$ cat config.mk
export PLATFORM = sky130hd
export DESIGN_NAME = crtc_top
export DESIGN_NICKNAME = d
export VERILOG_FILES = /design/src/rtl/crtc_pkg.sv /design/src/rtl/crtc_top.sv /design/src/rtl/crtc_prescaler.sv /design/src/rtl/crtc_cal_step.sv
export VERILOG_INCLUDE_DIRS = /design/src /design/src/rtl
export SDC_FILE = /design/constraint.sdc
export NUM_CORES = 1
export LEC_CHECK = 0
export BUFFER_PORTS_ARGS = -buffer_cell sky130_fd_sc_hd__buf_2
export CAP_MARGIN = 20
export CORE_MARGIN = 10
export CORE_UTILIZATION = 40
export DETAILED_ROUTE_END_ITERATION = 10
export PLACE_DENSITY_LB_ADDON = 0.25
export SETUP_SLACK_MARGIN = 0.4
export SLEW_MARGIN = 20
export SYNTH_ARGS = -nofsm -noshare
export SYNTH_HDL_FRONTEND = slang
export SYNTH_SLANG_ARGS = --single-unit
$ cat constraint.sdc
create_clock -name clk -period 5.1 [get_ports clk]
set_clock_uncertainty 0.1 [all_clocks]
set_input_delay 1.02 -clock clk [delete_from_list [all_inputs] [get_ports clk]]
set_output_delay 1.02 -clock clk [all_outputs]
set_load 0.05 [all_outputs]
$ cat src/rtl/crtc_defines.svh
// Offsets, field positions, reset values and widths of the real-time counter.
// Assumes byte addressing on the register bus, one 32-bit word per register.
//
// Summary of operation
// Mode bit: 1 calendar, 0 binary counting.
// Prescaler strobe advances counter by one.
// Software sets prescaler to 1 Hz in calendar; the bench uses a 64-cycle period, since 1 Hz is out of reach at 250 MHz.
// Binary mode accepts any prescaler division.
// Binary mode: 43-bit linear up-counter.
// Seconds: 6 bits, 0-59 or 0-63, reset 0.
// Minutes: 6 bits, 0-59 or 0-63, reset 0.
// Hours: 5 bits, 0-23 or 0-31, reset 0.
// Day: 5 bits, month/leap aware, reset 1/0.
// Month: 4 bits, 1-12, reset 1/0.
// Year: 8 bits, 2000-2255, reset 0.
// Weekday: 3 bits, 1-7, reset 7/0.
// Week: 6 bits, 1-52, reset 1/0.
// Match output high while alarm equals counter.
// Fields wrap to minimum and carry; binary wraps.
`ifndef CRTC_DEFINES_SVH
`define CRTC_DEFINES_SVH

// Widths
`define CRTC_CNT_W 43
`define CRTC_PRE_W 26

// Register byte offsets
`define CRTC_OFF_CTRL 6'h00
`define CRTC_OFF_PRESCALE 6'h04
`define CRTC_OFF_COUNT_LO 6'h08
`define CRTC_OFF_COUNT_HI 6'h0C
`define CRTC_OFF_ALARM_LO 6'h10
`define CRTC_OFF_ALARM_HI 6'h14
`define CRTC_OFF_IRQ_STATUS 6'h18
`define CRTC_OFF_IRQ_CLEAR 6'h1C
`define CRTC_OFF_IRQ_ENABLE 6'h20

// Control and interrupt bit positions
`define CRTC_CTRL_MODE 0
`define CRTC_CTRL_RUN 1
`define CRTC_IRQ_TICK 0
`define CRTC_IRQ_MATCH 1

// Field positions inside the 43-bit counter
`define CRTC_SEC_LSB 0
`define CRTC_MIN_LSB 6
`define CRTC_HOUR_LSB 12
`define CRTC_DAY_LSB 17
`define CRTC_MON_LSB 22
`define CRTC_YEAR_LSB 26
`define CRTC_WDAY_LSB 34
`define CRTC_WEEK_LSB 37

// Reset values
`define CRTC_CAL_RST 43'h3C_0042_0000
`define CRTC_BIN_RST 43'h000_0000_0000
`define CRTC_MODE_RST 1'h1
`define CRTC_RUN_RST 1'h1
`define CRTC_PRE_RST 26'h3FF_FFFF

`endif

$ cat src/rtl/crtc_pkg.sv
// Types shared by the real-time counter modules.
// Assumes the constants come from crtc_defines.svh.
package crtc_pkg;
   // Counting modes, coded as the mode-select bit
   typedef enum logic [0:0]
   {
      MODE_BINARY = 1'b0,
      MODE_CALENDAR = 1'b1
   } crtc_mode_t;

   // Register bus slave states
   typedef enum logic [0:0]
   {
      BUS_IDLE = 1'b0,
      BUS_ACK = 1'b1
   } crtc_bus_t;
endpackage

$ cat src/rtl/crtc_top.sv
// Real-time counter: prescaler, 43-bit calendar or binary counter, alarm
// comparator and interrupt, reached over an Avalon-MM slave.
// Assumes one clock, a synchronous reset and a master that holds its request.
`timescale 1ns/1ps
`include "crtc_defines.svh"
module crtc_top
#(
   parameter int PRE_W = `CRTC_PRE_W
)
(
   // Clock, reset, enable
   input wire logic clk,
   input wire logic rst,
   input wire logic ce,
   // Avalon-MM slave
   input wire logic [5:0] avsAddress,
   input wire logic avsRead,
   input wire logic avsWrite,
   input wire logic [3:0] avsByteEnable,
   input wire logic [31:0] avsWriteData,
   output logic [31:0] avsReadData,
   output logic avsWaitRequest,
   // Events
   output logic rtcMatch,
   output logic irq
);
   // Merge write data into a word under byte enables
   function automatic logic [31:0] mergeBe(input logic [31:0] old,
                                           input logic [31:0] wd,
                                           input logic [3:0] be);
      for (int i = 0; i < 4; i++)
         old[i*8 +: 8] = be[i] ? wd[i*8 +: 8] : old[i*8 +: 8];
      mergeBe = old;
   endfunction

   // Bus state
   crtc_pkg::crtc_bus_t bus_q; // Idle or answering
   crtc_pkg::crtc_bus_t bus_d;
   logic wait_q; // Waitrequest flop
   logic [31:0] readData_q; // Read answer

   // Control registers
   crtc_pkg::crtc_mode_t mode_q; // Counting mode
   logic run_q; // Prescaler running
   logic [PRE_W-1:0] prescale_q; // Divide value
   logic [42:0] alarm_q; // Alarm compare value
   logic [10:0] snapHi_q; // Upper counter bits caught on a low read

   // Counter and outputs
   logic [42:0] count_q; // Time or binary count
   logic [42:0] count_d;
   logic match_q; // Comparator output
   logic [1:0] irqStat_q; // Sticky events
   logic [1:0] irqEn_q; // Event enables
   logic irq_q; // Interrupt line

   // Strobe from the prescaler
   logic tick;

   // Request decode
   wire reqValid = avsRead || avsWrite;
   wire accept = ce && (bus_q == crtc_pkg::BUS_IDLE) && reqValid;
   wire commit = ce && (bus_q == crtc_pkg::BUS_ACK) && avsWrite;
   wire rdAccept = accept && avsRead;
   wire hitCtrl = (avsAddress == `CRTC_OFF_CTRL);
   wire hitPre = (avsAddress == `CRTC_OFF_PRESCALE);
   wire hitCntLo = (avsAddress == `CRTC_OFF_COUNT_LO);
   wire hitCntHi = (avsAddress == `CRTC_OFF_COUNT_HI);
   wire hitAlmLo = (avsAddress == `CRTC_OFF_ALARM_LO);
   wire hitAlmHi = (avsAddress == `CRTC_OFF_ALARM_HI);
   wire hitStat = (avsAddress == `CRTC_OFF_IRQ_STATUS);
   wire hitClr = (avsAddress == `CRTC_OFF_IRQ_CLEAR);
   wire hitEn = (avsAddress == `CRTC_OFF_IRQ_ENABLE);

   // Word views of the registers
   wire [31:0] ctrlWord = {30'h0, run_q, mode_q};
   wire [31:0] preWord = 32'(prescale_q);
   wire [31:0] cntHiWord = {21'h0, count_q[42:32]};
   wire [31:0] almHiWord = {21'h0, alarm_q[42:32]};

   // Merged write values
   wire [31:0] ctrlW = mergeBe(ctrlWord, avsWriteData, avsByteEnable);
   wire [31:0] preW = mergeBe(preWord, avsWriteData, avsByteEnable);
   wire [31:0] cntLoW = mergeBe(count_q[31:0], avsWriteData, avsByteEnable);
   wire [31:0] cntHiW = mergeBe(cntHiWord, avsWriteData, avsByteEnable);
   wire [31:0] almLoW = mergeBe(alarm_q[31:0], avsWriteData, avsByteEnable);
   wire [31:0] almHiW = mergeBe(almHiWord, avsWriteData, avsByteEnable);
   wire [1:0] lowW = avsByteEnable[0] ? avsWriteData[1:0] : 2'h0;

   // Read multiplexer; unmapped offsets and the clear register read zero
   wire [31:0] readMux =
      hitCtrl ? ctrlWord :
      hitPre ? preWord :
      hitCntLo ? count_q[31:0] :
      hitCntHi ? {21'h0, snapHi_q} :
      hitAlmLo ? alarm_q[31:0] :
      hitAlmHi ? almHiWord :
      hitStat ? {30'h0, irqStat_q} :
      hitEn ? {30'h0, irqEn_q} : 32'h0000_0000;

   // A mode change reloads that mode's reset values
   wire newMode = ctrlW[`CRTC_CTRL_MODE];
   wire modeReload = commit && hitCtrl && (newMode != mode_q);
   wire cntWrite = commit && (hitCntLo || hitCntHi);
   wire step = ce && tick && !cntWrite && !modeReload;

   // Next count from the step logic
   logic [42:0] stepVal;
   crtc_cal_step crtc_cal_step_inst
   (
      .cur(count_q),
      .calMode(mode_q == crtc_pkg::MODE_CALENDAR),
      .nxt(stepVal)
   );

   // Prescaler
   crtc_prescaler #(.PRE_W(PRE_W)) crtc_prescaler_inst
   (
      .clk(clk),
      .rst(rst),
      .ce(ce),
      .run(run_q),
      .divide(prescale_q),
      .tick(tick)
   );

   // Counter next value: reload, then software write, then strobe
   assign count_d =
      modeReload ? (newMode ? `CRTC_CAL_RST : `CRTC_BIN_RST) :
      (commit && hitCntLo) ? {count_q[42:32], cntLoW} :
      (commit && hitCntHi) ? {cntHiW[10:0], count_q[31:0]} :
      step ? stepVal : count_q;

   // Comparator, registered so the pin comes from a flop
   wire matchNow = (count_q == alarm_q);

   // Interrupt events; a set in the clearing cycle survives
   wire [1:0] events = {matchNow && !match_q, step};
   wire [1:0] clrMask = (commit && hitClr) ? lowW : 2'h0;
   wire [1:0] irqStat_d = (irqStat_q & ~clrMask) | events;

   // Bus slave: one answer cycle after each accepted request
   assign bus_d = accept ? crtc_pkg::BUS_ACK : crtc_pkg::BUS_IDLE;

   always_ff @(posedge clk)
   begin
      if (rst)
      begin
         bus_q <= crtc_pkg::BUS_IDLE;
         wait_q <= 1'b1;
         readData_q <= 32'h0000_0000;
      end
      else if (ce)
      begin
         bus_q <= bus_d;
         wait_q <= (bus_d != crtc_pkg::BUS_ACK);
         if (rdAccept)
            readData_q <= readMux;
      end
   end

   // Control registers; writes take effect in the answer cycle
   always_ff @(posedge clk)
   begin
      if (rst)
      begin
         mode_q <= crtc_pkg::crtc_mode_t'(`CRTC_MODE_RST);
         run_q <= `CRTC_RUN_RST;
         prescale_q <= PRE_W'(`CRTC_PRE_RST);
         alarm_q <= `CRTC_BIN_RST;
         irqEn_q <= 2'h0;
      end
      else if (commit)
      begin
         if (hitCtrl)
         begin
            mode_q <= crtc_pkg::crtc_mode_t'(newMode);
            run_q <= ctrlW[`CRTC_CTRL_RUN];
         end
         if (hitPre)
            prescale_q <= preW[PRE_W-1:0];
         if (hitAlmLo)
            alarm_q[31:0] <= almLoW;
         if (hitAlmHi)
            alarm_q[42:32] <= almHiW[10:0];
         if (hitEn)
            irqEn_q <= lowW;
      end
   end

   // Counter, snapshot, comparator and interrupt
   always_ff @(posedge clk)
   begin
      if (rst)
      begin
         // Reset mode is calendar, so calendar reset values load
         count_q <= `CRTC_CAL_RST;
         snapHi_q <= 11'h000;
         match_q <= 1'b0;
         irqStat_q <= 2'h0;
         irq_q <= 1'b0;
      end
      else if (ce)
      begin
         count_q <= count_d;
         // Low read freezes the high half so the pair is coherent
         if (rdAccept && hitCntLo)
            snapHi_q <= count_q[42:32];
         match_q <= matchNow;
         irqStat_q <= irqStat_d;
         irq_q <= |(irqStat_d & irqEn_q);
      end
   end

   assign avsReadData = readData_q;
   assign avsWaitRequest = wait_q;
   assign rtcMatch = match_q;
   assign irq = irq_q;

   // Field views for checking
   wire [5:0] secF = count_q[`CRTC_SEC_LSB +: 6];
   wire [5:0] minF = count_q[`CRTC_MIN_LSB +: 6];
   wire [4:0] hourF = count_q[`CRTC_HOUR_LSB +: 5];
   wire [4:0] dayF = count_q[`CRTC_DAY_LSB +: 5];
   wire [3:0] monF = count_q[`CRTC_MON_LSB +: 4];
   wire [7:0] yearF = count_q[`CRTC_YEAR_LSB +: 8];
   wire [2:0] wdayF = count_q[`CRTC_WDAY_LSB +: 3];
   wire [5:0] weekF = count_q[`CRTC_WEEK_LSB +: 6];
   wire calOn = (mode_q == crtc_pkg::MODE_CALENDAR);
   wire endDay = (secF == 6'h3B) && (minF == 6'h3B) && (hourF == 5'h17);

   mode_reload_a:
      assert property (@(posedge clk) disable iff (rst)
         modeReload |=> (count_q == (calOn ? `CRTC_CAL_RST : `CRTC_BIN_RST)))
      else $error("mode change did not load reset values");
   strobe_step_a:
      assert property (@(posedge clk) disable iff (rst)
         (ce && !tick) |=> $stable(count_q) || $past(cntWrite)
            || $past(modeReload))
      else $error("counter moved without a strobe");
   binary_inc_a:
      assert property (@(posedge clk) disable iff (rst)
         (step && !calOn) |=> (count_q == $past(count_q) + 43'h1))
      else $error("binary counter did not increment by one");
   sec_carry_a:
      assert property (@(posedge clk) disable iff (rst)
         (step && calOn && secF == 6'h3B && minF < 6'h3B)
            |=> (secF == 6'h00) && (minF == $past(minF) + 6'h01))
      else $error("seconds did not wrap into minutes");
   min_carry_a:
      assert property (@(posedge clk) disable iff (rst)
         (step && calOn && secF == 6'h3B && minF == 6'h3B && hourF < 5'h17)
            |=> (minF == 6'h00) && (hourF == $past(hourF) + 5'h01))
      else $error("minutes did not wrap into hours");
   feb_end_a:
      assert property (@(posedge clk) disable iff (rst)
         (step && calOn && endDay && dayF == 5'h1C && monF == 4'h2
            && yearF == 8'h64) |=> (dayF == 5'h01) && (monF == 4'h3)
            && (hourF == 5'h00))
      else $error("short February did not roll to March");
   year_roll_a:
      assert property (@(posedge clk) disable iff (rst)
         (step && calOn && endDay && dayF == 5'h1F && monF == 4'hC)
            |=> (monF == 4'h1) && (yearF == $past(yearF) + 8'h01))
      else $error("December end did not start a new year");
   week_roll_a:
      assert property (@(posedge clk) disable iff (rst)
         (step && calOn && endDay && wdayF == 3'h7 && weekF == 6'h34)
            |=> (wdayF == 3'h1) && (weekF == 6'h01))
      else $error("weekday or week did not wrap");
   match_out_a:
      assert property (@(posedge clk) disable iff (rst)
         (ce && count_q == alarm_q) |=> rtcMatch ##1 (rtcMatch ||
            $past(count_q) != $past(alarm_q) || !$past(ce)))
      else $error("match output missed an equal compare");
   reset_vals_a:
      assert property (@(posedge clk)
         rst |=> (count_q == `CRTC_CAL_RST) && calOn)
      else $error("reset did not load calendar values");
endmodule

$ cat src/rtl/crtc_prescaler.sv
// Prescaler: divides the clock into a one-cycle counting strobe.
// Assumes the divide value changes only while the block is quiet.
`timescale 1ns/1ps
module crtc_prescaler
#(
   parameter int PRE_W = 26
)
(
   // Clock, reset, enable
   input wire logic clk,
   input wire logic rst,
   input wire logic ce,
   // Control
   input wire logic run,
   input wire logic [PRE_W-1:0] divide,
   // Strobe, one cycle every divide+1 cycles
   output logic tick
);
   logic [PRE_W-1:0] cnt_q; // Cycles since last strobe
   logic tick_q; // Registered strobe
   wire atEnd = (cnt_q >= divide); // Catches a divide lowered mid-count

   // Count up and emit the strobe at the terminal value
   always_ff @(posedge clk)
   begin
      if (rst)
      begin
         cnt_q <= '0;
         tick_q <= 1'b0;
      end
      else if (ce)
      begin
         // Stopped: hold the phase at zero so restart is a full period
         if (!run)
         begin
            cnt_q <= '0;
            tick_q <= 1'b0;
         end
         else
         begin
            cnt_q <= atEnd ? '0 : cnt_q + PRE_W'(1);
            tick_q <= atEnd;
         end
      end
   end

   assign tick = tick_q;
endmodule

$ cat src/rtl/crtc_cal_step.sv
// Next-value logic of the 43-bit counter for both counting modes.
// Assumes calendar fields hold legal values; illegal ones still advance.
`timescale 1ns/1ps
`include "crtc_defines.svh"
module crtc_cal_step
(
   // Current value and mode
   input wire logic [42:0] cur,
   input wire logic calMode,
   // Value after one strobe
   output logic [42:0] nxt
);
   // Last day of a month; years 2100 and 2200 are not leap years
   function automatic logic [4:0] lastDay(input logic [3:0] m,
                                          input logic [7:0] y);
      logic leap;
      leap = (y[1:0] == 2'h0) && (y != 8'h64) && (y != 8'hC8);
      case (m)
         4'h2: lastDay = leap ? 5'h1D : 5'h1C;
         4'h4, 4'h6, 4'h9, 4'hB: lastDay = 5'h1E;
         default: lastDay = 5'h1F;
      endcase
   endfunction

   // Field views
   wire [5:0] sec = cur[`CRTC_SEC_LSB +: 6];
   wire [5:0] min = cur[`CRTC_MIN_LSB +: 6];
   wire [4:0] hour = cur[`CRTC_HOUR_LSB +: 5];
   wire [4:0] day = cur[`CRTC_DAY_LSB +: 5];
   wire [3:0] mon = cur[`CRTC_MON_LSB +: 4];
   wire [7:0] year = cur[`CRTC_YEAR_LSB +: 8];
   wire [2:0] wday = cur[`CRTC_WDAY_LSB +: 3];
   wire [5:0] week = cur[`CRTC_WEEK_LSB +: 6];

   // Carry chain; >= keeps out-of-range values from running away
   wire secWrap = (sec >= 6'h3B);
   wire minWrap = secWrap && (min >= 6'h3B);
   wire hourWrap = minWrap && (hour >= 5'h17);
   wire dayWrap = hourWrap && (day >= lastDay(mon, year));
   wire monWrap = dayWrap && (mon >= 4'hC);
   wire wdayWrap = hourWrap && (wday >= 3'h7);
   wire weekWrap = wdayWrap && (week >= 6'h34);

   // Calendar field next values
   wire [5:0] secN = secWrap ? 6'h00 : sec + 6'h01;
   wire [5:0] minN = !secWrap ? min : (minWrap ? 6'h00 : min + 6'h01);
   wire [4:0] hourN = !minWrap ? hour : (hourWrap ? 5'h00 : hour + 5'h01);
   wire [4:0] dayN = !hourWrap ? day : (dayWrap ? 5'h01 : day + 5'h01);
   wire [3:0] monN = !dayWrap ? mon : (monWrap ? 4'h1 : mon + 4'h1);
   wire [7:0] yearN = monWrap ? year + 8'h01 : year;
   wire [2:0] wdayN = !hourWrap ? wday : (wdayWrap ? 3'h1 : wday + 3'h1);
   wire [5:0] weekN = !wdayWrap ? week : (weekWrap ? 6'h01 : week + 6'h01);

   wire [42:0] calN = {weekN, wdayN, yearN, monN, dayN, hourN, minN, secN};

   // Binary mode wraps to zero after all ones
   assign nxt = calMode ? calN : cur + 43'h000_0000_0001;
endmodule

# Yosys cells after proc, flatten, opt, wreduce, memory -nomap -nowiden
# Cells that the tools add are included.
[word_totals]
reg_bits = 192
inputBits = 47
output_inout_bits = 35
word_cells = 197
[classes]
addsub = 10
n_lt_le_gt_ge = 8
n_eq_ne = 33
mux = 42
n_bitwise = 6
reduce_logical = 63
[ops]
columns = ["cell", "count"]
rows = [
  ["43-bit two-way mux", 5],
  ["32-bit two-way mux", 5],
  ["5-bit AND reduction", 12],
  ["26-bit two-way mux", 2],
  ["43-bit by 1-bit adder with 43-bit output, second input constant", 1],
  ["43-bit equality test", 1],
  ["8-bit two-way mux", 5],
  ["38-bit two-way mux", 1],
  ["3-bit AND reduction", 11],
  ["4-bit by 1-bit inequality test with 1-bit output, second input constant", 8],
  ["6-bit two-way mux", 5],
  ["26-bit by 1-bit adder with 26-bit output, second input constant", 1],
  ["26-bit >= comparator", 1],
  ["6-bit by 5-bit equality test with 1-bit output, second input constant", 4],
  ["1-bit logical AND", 24],
  ["3-bit inequality test, second input constant", 7],
  ["5-bit two-way mux", 4],
  ["6-bit by 1-bit adder with 6-bit output, second input constant", 3],
  ["6-bit >= comparator, second input constant", 3],
  ["6-bit by 4-bit equality test with 1-bit output, second input constant", 2],
  ["11-bit two-way mux", 1],
  ["5-bit by 1-bit adder with 5-bit output, second input constant", 2],
  ["5-bit case mux with 2 select lines", 1],
  ["3-bit two-way mux", 3],
  ["32 further kinds", 50],
]

# Depth between registers and ports, before layout
[logic_depth]
word_depth = 15
ltp_mapped = 15
ltp_nobuf = 13

# By module
# From an unflattened synthesis, not the netlist that was laid out.
[unflattened]
cells_unflattened = 1504
area_unflattened_um2 = 12002.8
[by_module_without_submodules]
columns = ["module", "n_inst", "cells_per_inst", "area_each_um2", "seq_area_each_um2"]
rows = [
  ["crtc_top", 1, 907, 7963.9, 3303.2],
  ["crtc_prescaler", 1, 284, 2148.3, 540.5],
  ["crtc_cal_step", 1, 313, 1890.6, 0.0],
]

# Worst setup path before layout
# No wires, ideal clock.
[synth_path]
path_kind = "input to register"
from = "input avsAddress[1]"
to = "register prescale_q[6]"
setup_time_ns = 0.120
t_arrival_ns = 2.809
t_required_ns = 4.880
path_slack_ns = 2.071
path_stages = 9
path_buffers = 4
cell_sequence = "or4_1 > buf_2 > nor3_1 > buf_4 > and2_1 > buf_2 > buf_2 > nor2_1 > a211o_1"
[synth_via]
elab_chain_cells = 2
[synth_rtl]
columns = ["element", "line", "rtl"]
rows = [
  ["start: declaration", "crtc_top.sv:16", "input wire logic [5:0] avsAddress,"],
  ["6-bit by 3-bit equality test with 1-bit output (no source line)", "n/a", ""],
  ["3-bit AND reduction (no source line)", "n/a", ""],
  ["end signal: assignment", "crtc_top.sv:169", "prescale_q <= PRE_W'(`CRTC_PRE_RST);"],
  ["end signal: assignment", "crtc_top.sv:181", "prescale_q <= preW[PRE_W-1:0];"],
  ["end: declaration", "crtc_top.sv:45", "logic [PRE_W-1:0] prescale_q;"],
]
# Every way passes these cells.
# A chain may end at the register's enable or synchronous reset.

# Worst setup path after layout
[layout_path]
from = "register count_q[28]"
to = "register count_q[27]"
[layout_via]
elab_chain_cells = 10
word_cells_on_any_way = 11
cone_classes = "order compare (1); eq/ne (3); mux (2); reduce/logical (5)"
[layout_rtl]
columns = ["element", "line", "rtl"]
rows = [
  ["start: declaration", "crtc_top.sv:50", "logic [42:0] count_q;"],
  ["start signal: assignment", "crtc_top.sv:197", "count_q <= `CRTC_CAL_RST;"],
  ["start signal: assignment", "crtc_top.sv:205", "count_q <= count_d;"],
  ["8-bit by 7-bit inequality test with 1-bit output", "crtc_cal_step.sv:17", "leap = (y[1:0] == 2'h0) && (y != 8'h64) && (y != 8'hC8);"],
  ["1-bit logical AND", "crtc_cal_step.sv:17", ""],
  ["1-bit logical AND (*)", "crtc_cal_step.sv:17", ""],
  ["1-bit two-way mux (*)", "crtc_cal_step.sv:19", "4'h2: lastDay = leap ? 5'h1D : 5'h1C;"],
  ["5-bit case mux with 2 select lines (*)", "crtc_cal_step.sv:18", "case (m)"],
  ["5-bit >= comparator (*)", "crtc_cal_step.sv:39", "wire dayWrap = hourWrap && (day >= lastDay(mon, year));"],
  ["1-bit logical AND (*)", "crtc_cal_step.sv:39", ""],
  ["1-bit logical AND (*)", "crtc_cal_step.sv:40", "wire monWrap = dayWrap && (mon >= 4'hC);"],
  ["4-bit by 1-bit inequality test with 1-bit output (no source line) (*)", "n/a", ""],
  ["5-bit AND reduction (no source line) (*)", "n/a", ""],
]
# Every way passes the cells marked *; elsewhere a longest branch is shown, timed or not.

==> implementation parameters <==
Parameter                              Value

Run status
  Result of the run    completed

Global route
  Total global routing track utilization    20.6%
  Congestion Overflow GR    0
  First-pass GRT wire length    59200 µm
  Number of global-route vias before repair    10200
  Initial antenna violation count    0
  Largest net degree at the start of global routing    109

Cells and area
  Filler Cells Inserted    2896
  Final Cell Area    0.0127 mm²
  Net count of the finished layout    1536
  Fraction of layout instances using a drive strength above 1    11.4%
  Final antenna diode count    0
  P&R area growth vs syn    10.2%
  Utilization after layout    45.1%
  Number of non-filler instances in the completed layout    1837

Setup path
  Critical path required time    5300 ps
  Critical path startpoint    count_q[28]$_SDFFE_PP0P_
  Cell breakdown of the critical path    inv_1 > nor4b_1 > a31oi_1 > o31ai_1 > a21oi_1 > ha_1 > nand2b_1 > a21oi_1 > nor4_1 > and3_1 > o221ai_1 > a221oi_1 > a211oi_1
  Critical register-to-register path startpoint    count_q[28]$_SDFFE_PP0P_
  Cell with the biggest individual delay on the critical path    sky130_fd_sc_hd__dfxtp_1
  Reg-to-reg slack, setup    1560 ps
  Critical-path maximum fanout    9
  Peak per-stage delay on the critical path    490 ps
  Setup crit start kind    register
  Critical path's most frequent cell    sky130_fd_sc_hd__a21oi_1
  Classification of the worst setup path    reg2reg
  Arrival time at the worst endpoint    3750 ps
  Endpoint class of the critical path    register

Clock tree
  Worst-skew pair later-pin latency    440 ps
  Number of levels in the clock H-tree    4
  Buffer levels on the longest clock path    2
  CTS clk-pin slew, worst paths    90 ps
  Clock tree from TritonCTS    built
  Post-cts resize count    0
  CTS hold repair buffers    0
  Clock sinks    192
  Post-CTS setup buffers    0
  Total CTS buffers    17
  Root buffer selected by CTS    sky130_fd_sc_hd__clkbuf_16

Synthesis
  Synth area leaders    sky130_fd_sc_hd__dfxtp_1 33%, sky130_fd_sc_hd__nand2_1 5.2%, sky130_fd_sc_hd__nor2_1 5.0%
  Number of nets in the synthesized netlist    1533
  Top cell type by total area after synthesis    sky130_fd_sc_hd__dfxtp_1
  Count of mapped cells out of synthesis    1443
  Number of synthesized flops with an enable pin    0
  Number of warnings issued by yosys    0
  Share of flip-flops with an asynchronous set or reset    0%
  Avg Synthesized Cell Area    7.96 µm²
  Count of cell types in the netlist    78
  FF+latch count, synth    192
  Predominant post-synthesis flop cell    sky130_fd_sc_hd__dfxtp_1
  Sequential-to-total area share from yosys stat    33.5%
  Share of the synthesized area in the top cell type    33.5%
  Total standard cell area after synthesis    0.0115 mm²

Flow run
  Max capacitance violation total    0

Power and ir drop
  Design internal power    2.25 mW
  Leakage Power    4.79 nW
  Proportion of power drawn by combinational gates    8.1%
  Sequential Power Share    48.4%
  Final total power    3.16 mW
  Switch share    28.8%
  Peak supply drop    0.000222 V
  Net switching power figure    0.910 mW
  Clk pwr share    43.5%
  Total power per unit cell area    250 mW/mm²

Die
  Area inside the core boundary    0.0281 mm²
  Ports placed on the boundary    82
  Die outline area    0.0359 mm²
  Number of cell rows    61
  Die extent in y    189 µm
  Width of the chip    189 µm
  Initial Utilization    40.9%

Timing
  Transition time at the pin with the least slew margin    1040 ps
  Number of endpoints failing setup at the final stage    0
  Setup repair after global routing missed its margin    false
  Worst hold-check slack    368 ps
  Min Tclk post-route    3540 ps
  Max frequency    282 MHz
  Number of slew-limit violations in the final report    0
  Total negative slack for setup checks    0 ps
  Setup slack after layout    1560 ps
  Post-route clock period utilization    69.4%
  Slew margin rel.    30.3%
  Hold Fails Final Rpt    0

Placed design
  Number of buffer cells added on primary ports    81
  Last weighted congestion value of the routability-driven placer    0.953
  Worst setup slack before clock tree synthesis    1450 ps
  Number of placed instances, taps included    1805
  Post-DP HPWL    28300 µm
  Area of placed instances    0.0121 mm²

Route
  Remaining DRCs    0
  Wire length per cell after detailed routing    20.7 µm
  Via count    11100
  Drt first-iter violations    1089
  Via-to-Cell Ratio    6.03
  Total wire length after detailed routing    38100 µm
  Detailed-routing iteration count for the pre-antenna-repair pass    5
  Residual antenna-violating net count after detailed routing    0

Min path
  Hold Path Class    reg2reg
  Hold path startpoint    snapHi_q[10]$_SDFFE_PP0P_
[flip-flops by register name, summed over array words and instances (netlist names)]
signal / cells
bus_q: 1
rtcMatch: 1
avsReadData: 32
prescale_q: 26
avsWaitRequest: 1
irq: 1
irqEn_q: 2
crtc_prescaler_inst.cnt_q: 26
count_q: 43
crtc_prescaler_inst.tick: 1
run_q: 1
irqStat_q: 2
snapHi_q: 11
alarm_q: 43
calOn: 1
[cells in the final DEF (no fill, tap or decap), drive strengths merged, types with 43 or more instances in the layout]
cell    count
a211oi     45
nand2     158
xnor2      57
buf        99
nand3      62
a21oi      93
ha         43
dfxtp     192
inv        66
nor2      152
o21ai      51
[worst paths after layout]
| check | endpoint | depth (start not counted) |
|---|---|---|
| worst min register to register | snapHi_q[10]$_SDFFE_PP0P_ | 2 |
| worst min-delay path | snapHi_q[10]$_SDFFE_PP0P_ | 2 |
| worst max-delay path | count_q[27]$_SDFFE_PP0P_ | 13 |
| worst max register to register | count_q[27]$_SDFFE_PP0P_ | 13 |
[critical path: cells and delay by family, from the launching register on]
| kind | cells | cell delay (ps) |
|---|---|---|
| adder cells (fa/ha/maj) | 1 | 280 |
| flip-flops | 1 | 490 |
| AND/OR/NAND/NOR | 4 | 1080 |
| buffers and inverters | 1 | 140 |
| AO/OA/AOI/OAI | 7 | 1310 |
[final cells by class]
class | count | area, µm² | share of cell area (%)
Sequential cell | 192 | 3840 | 30.4
Tap cell | 378 | 473 | 3.74
Timing Repair Buffer | 99 | 547 | 4.32
Multi-Input combinational cell | 1077 | 6970 | 55.0
Clock inverter | 15 | 181 | 1.43
Clock buffer | 17 | 425 | 3.36
Inverter | 59 | 221 | 1.75
[layer usage]
metal / GRT usage [%] / wire length, µm / part of all wire (%) / vias to the layer above
met5: 0 / 0 / 0 / -
met4: 7.60 / 1240 / 3.3 / 0
met3: 3.14 / 2760 / 7.3 / 76
met2: 32.4 / 17300 / 45 / 457
met1: 27.8 / 16800 / 44 / 5284
li1: - / - / - / 5253
[power by group through the flow]
stage	Clock (mW)	Sequential (mW)	Combinational [mW]
after global placement	0	1.56	0.254
after detailed placement	0	1.56	0.255
after global routing	1.46	1.53	0.272
after CTS	1.40	1.53	0.255
after floorplan	0	1.62	0.0997
final	1.38	1.53	0.257
[cells in the mapped netlist (4+ instances only)]
cell                        instances
sky130_fd_sc_hd__a211o_1           28
sky130_fd_sc_hd__a211oi_1          45
sky130_fd_sc_hd__a21o_1            10
sky130_fd_sc_hd__a21oi_1           92
sky130_fd_sc_hd__a222oi_1          24
sky130_fd_sc_hd__a22o_1            15
sky130_fd_sc_hd__a22oi_1           24
sky130_fd_sc_hd__a311oi_1           6
sky130_fd_sc_hd__a31oi_1           10
sky130_fd_sc_hd__a32o_1             6
sky130_fd_sc_hd__a32oi_1            4
sky130_fd_sc_hd__a41oi_1            4
sky130_fd_sc_hd__and2_1            20
sky130_fd_sc_hd__and3_1            27
sky130_fd_sc_hd__and4_1             9
sky130_fd_sc_hd__buf_1              7
sky130_fd_sc_hd__buf_2             30
sky130_fd_sc_hd__clkbuf_1          75
sky130_fd_sc_hd__dfxtp_1          192
sky130_fd_sc_hd__ha_1              43
sky130_fd_sc_hd__inv_1             59
sky130_fd_sc_hd__mux2_2             7
sky130_fd_sc_hd__mux2i_1           39
sky130_fd_sc_hd__nand2_1          158
sky130_fd_sc_hd__nand2b_1          13
sky130_fd_sc_hd__nand3_1           62
sky130_fd_sc_hd__nand4_1           34
sky130_fd_sc_hd__nor2_1           152
sky130_fd_sc_hd__nor2b_1            7
sky130_fd_sc_hd__nor3_1            17
sky130_fd_sc_hd__nor3_2             4
sky130_fd_sc_hd__nor4_1             8
sky130_fd_sc_hd__nor4b_1            4
sky130_fd_sc_hd__o2111a_1           4
sky130_fd_sc_hd__o211ai_1           7
sky130_fd_sc_hd__o21ai_0           48
sky130_fd_sc_hd__o21bai_1           5
sky130_fd_sc_hd__o2bb2ai_1          5
sky130_fd_sc_hd__o31ai_1            8
sky130_fd_sc_hd__o32ai_1            4
sky130_fd_sc_hd__or3b_2             5
sky130_fd_sc_hd__xnor2_1           57
sky130_fd_sc_hd__xor2_1             6
[logic make-up after synthesis]
group	share of synthesized area [%]
compound gates	24.0
mux	4.09
buf+inv	6.11
flops	33.5
simple gates	22.9
fa+ha+maj	4.68
xor+xnor	4.80
(Power assumes the default switching activity.)
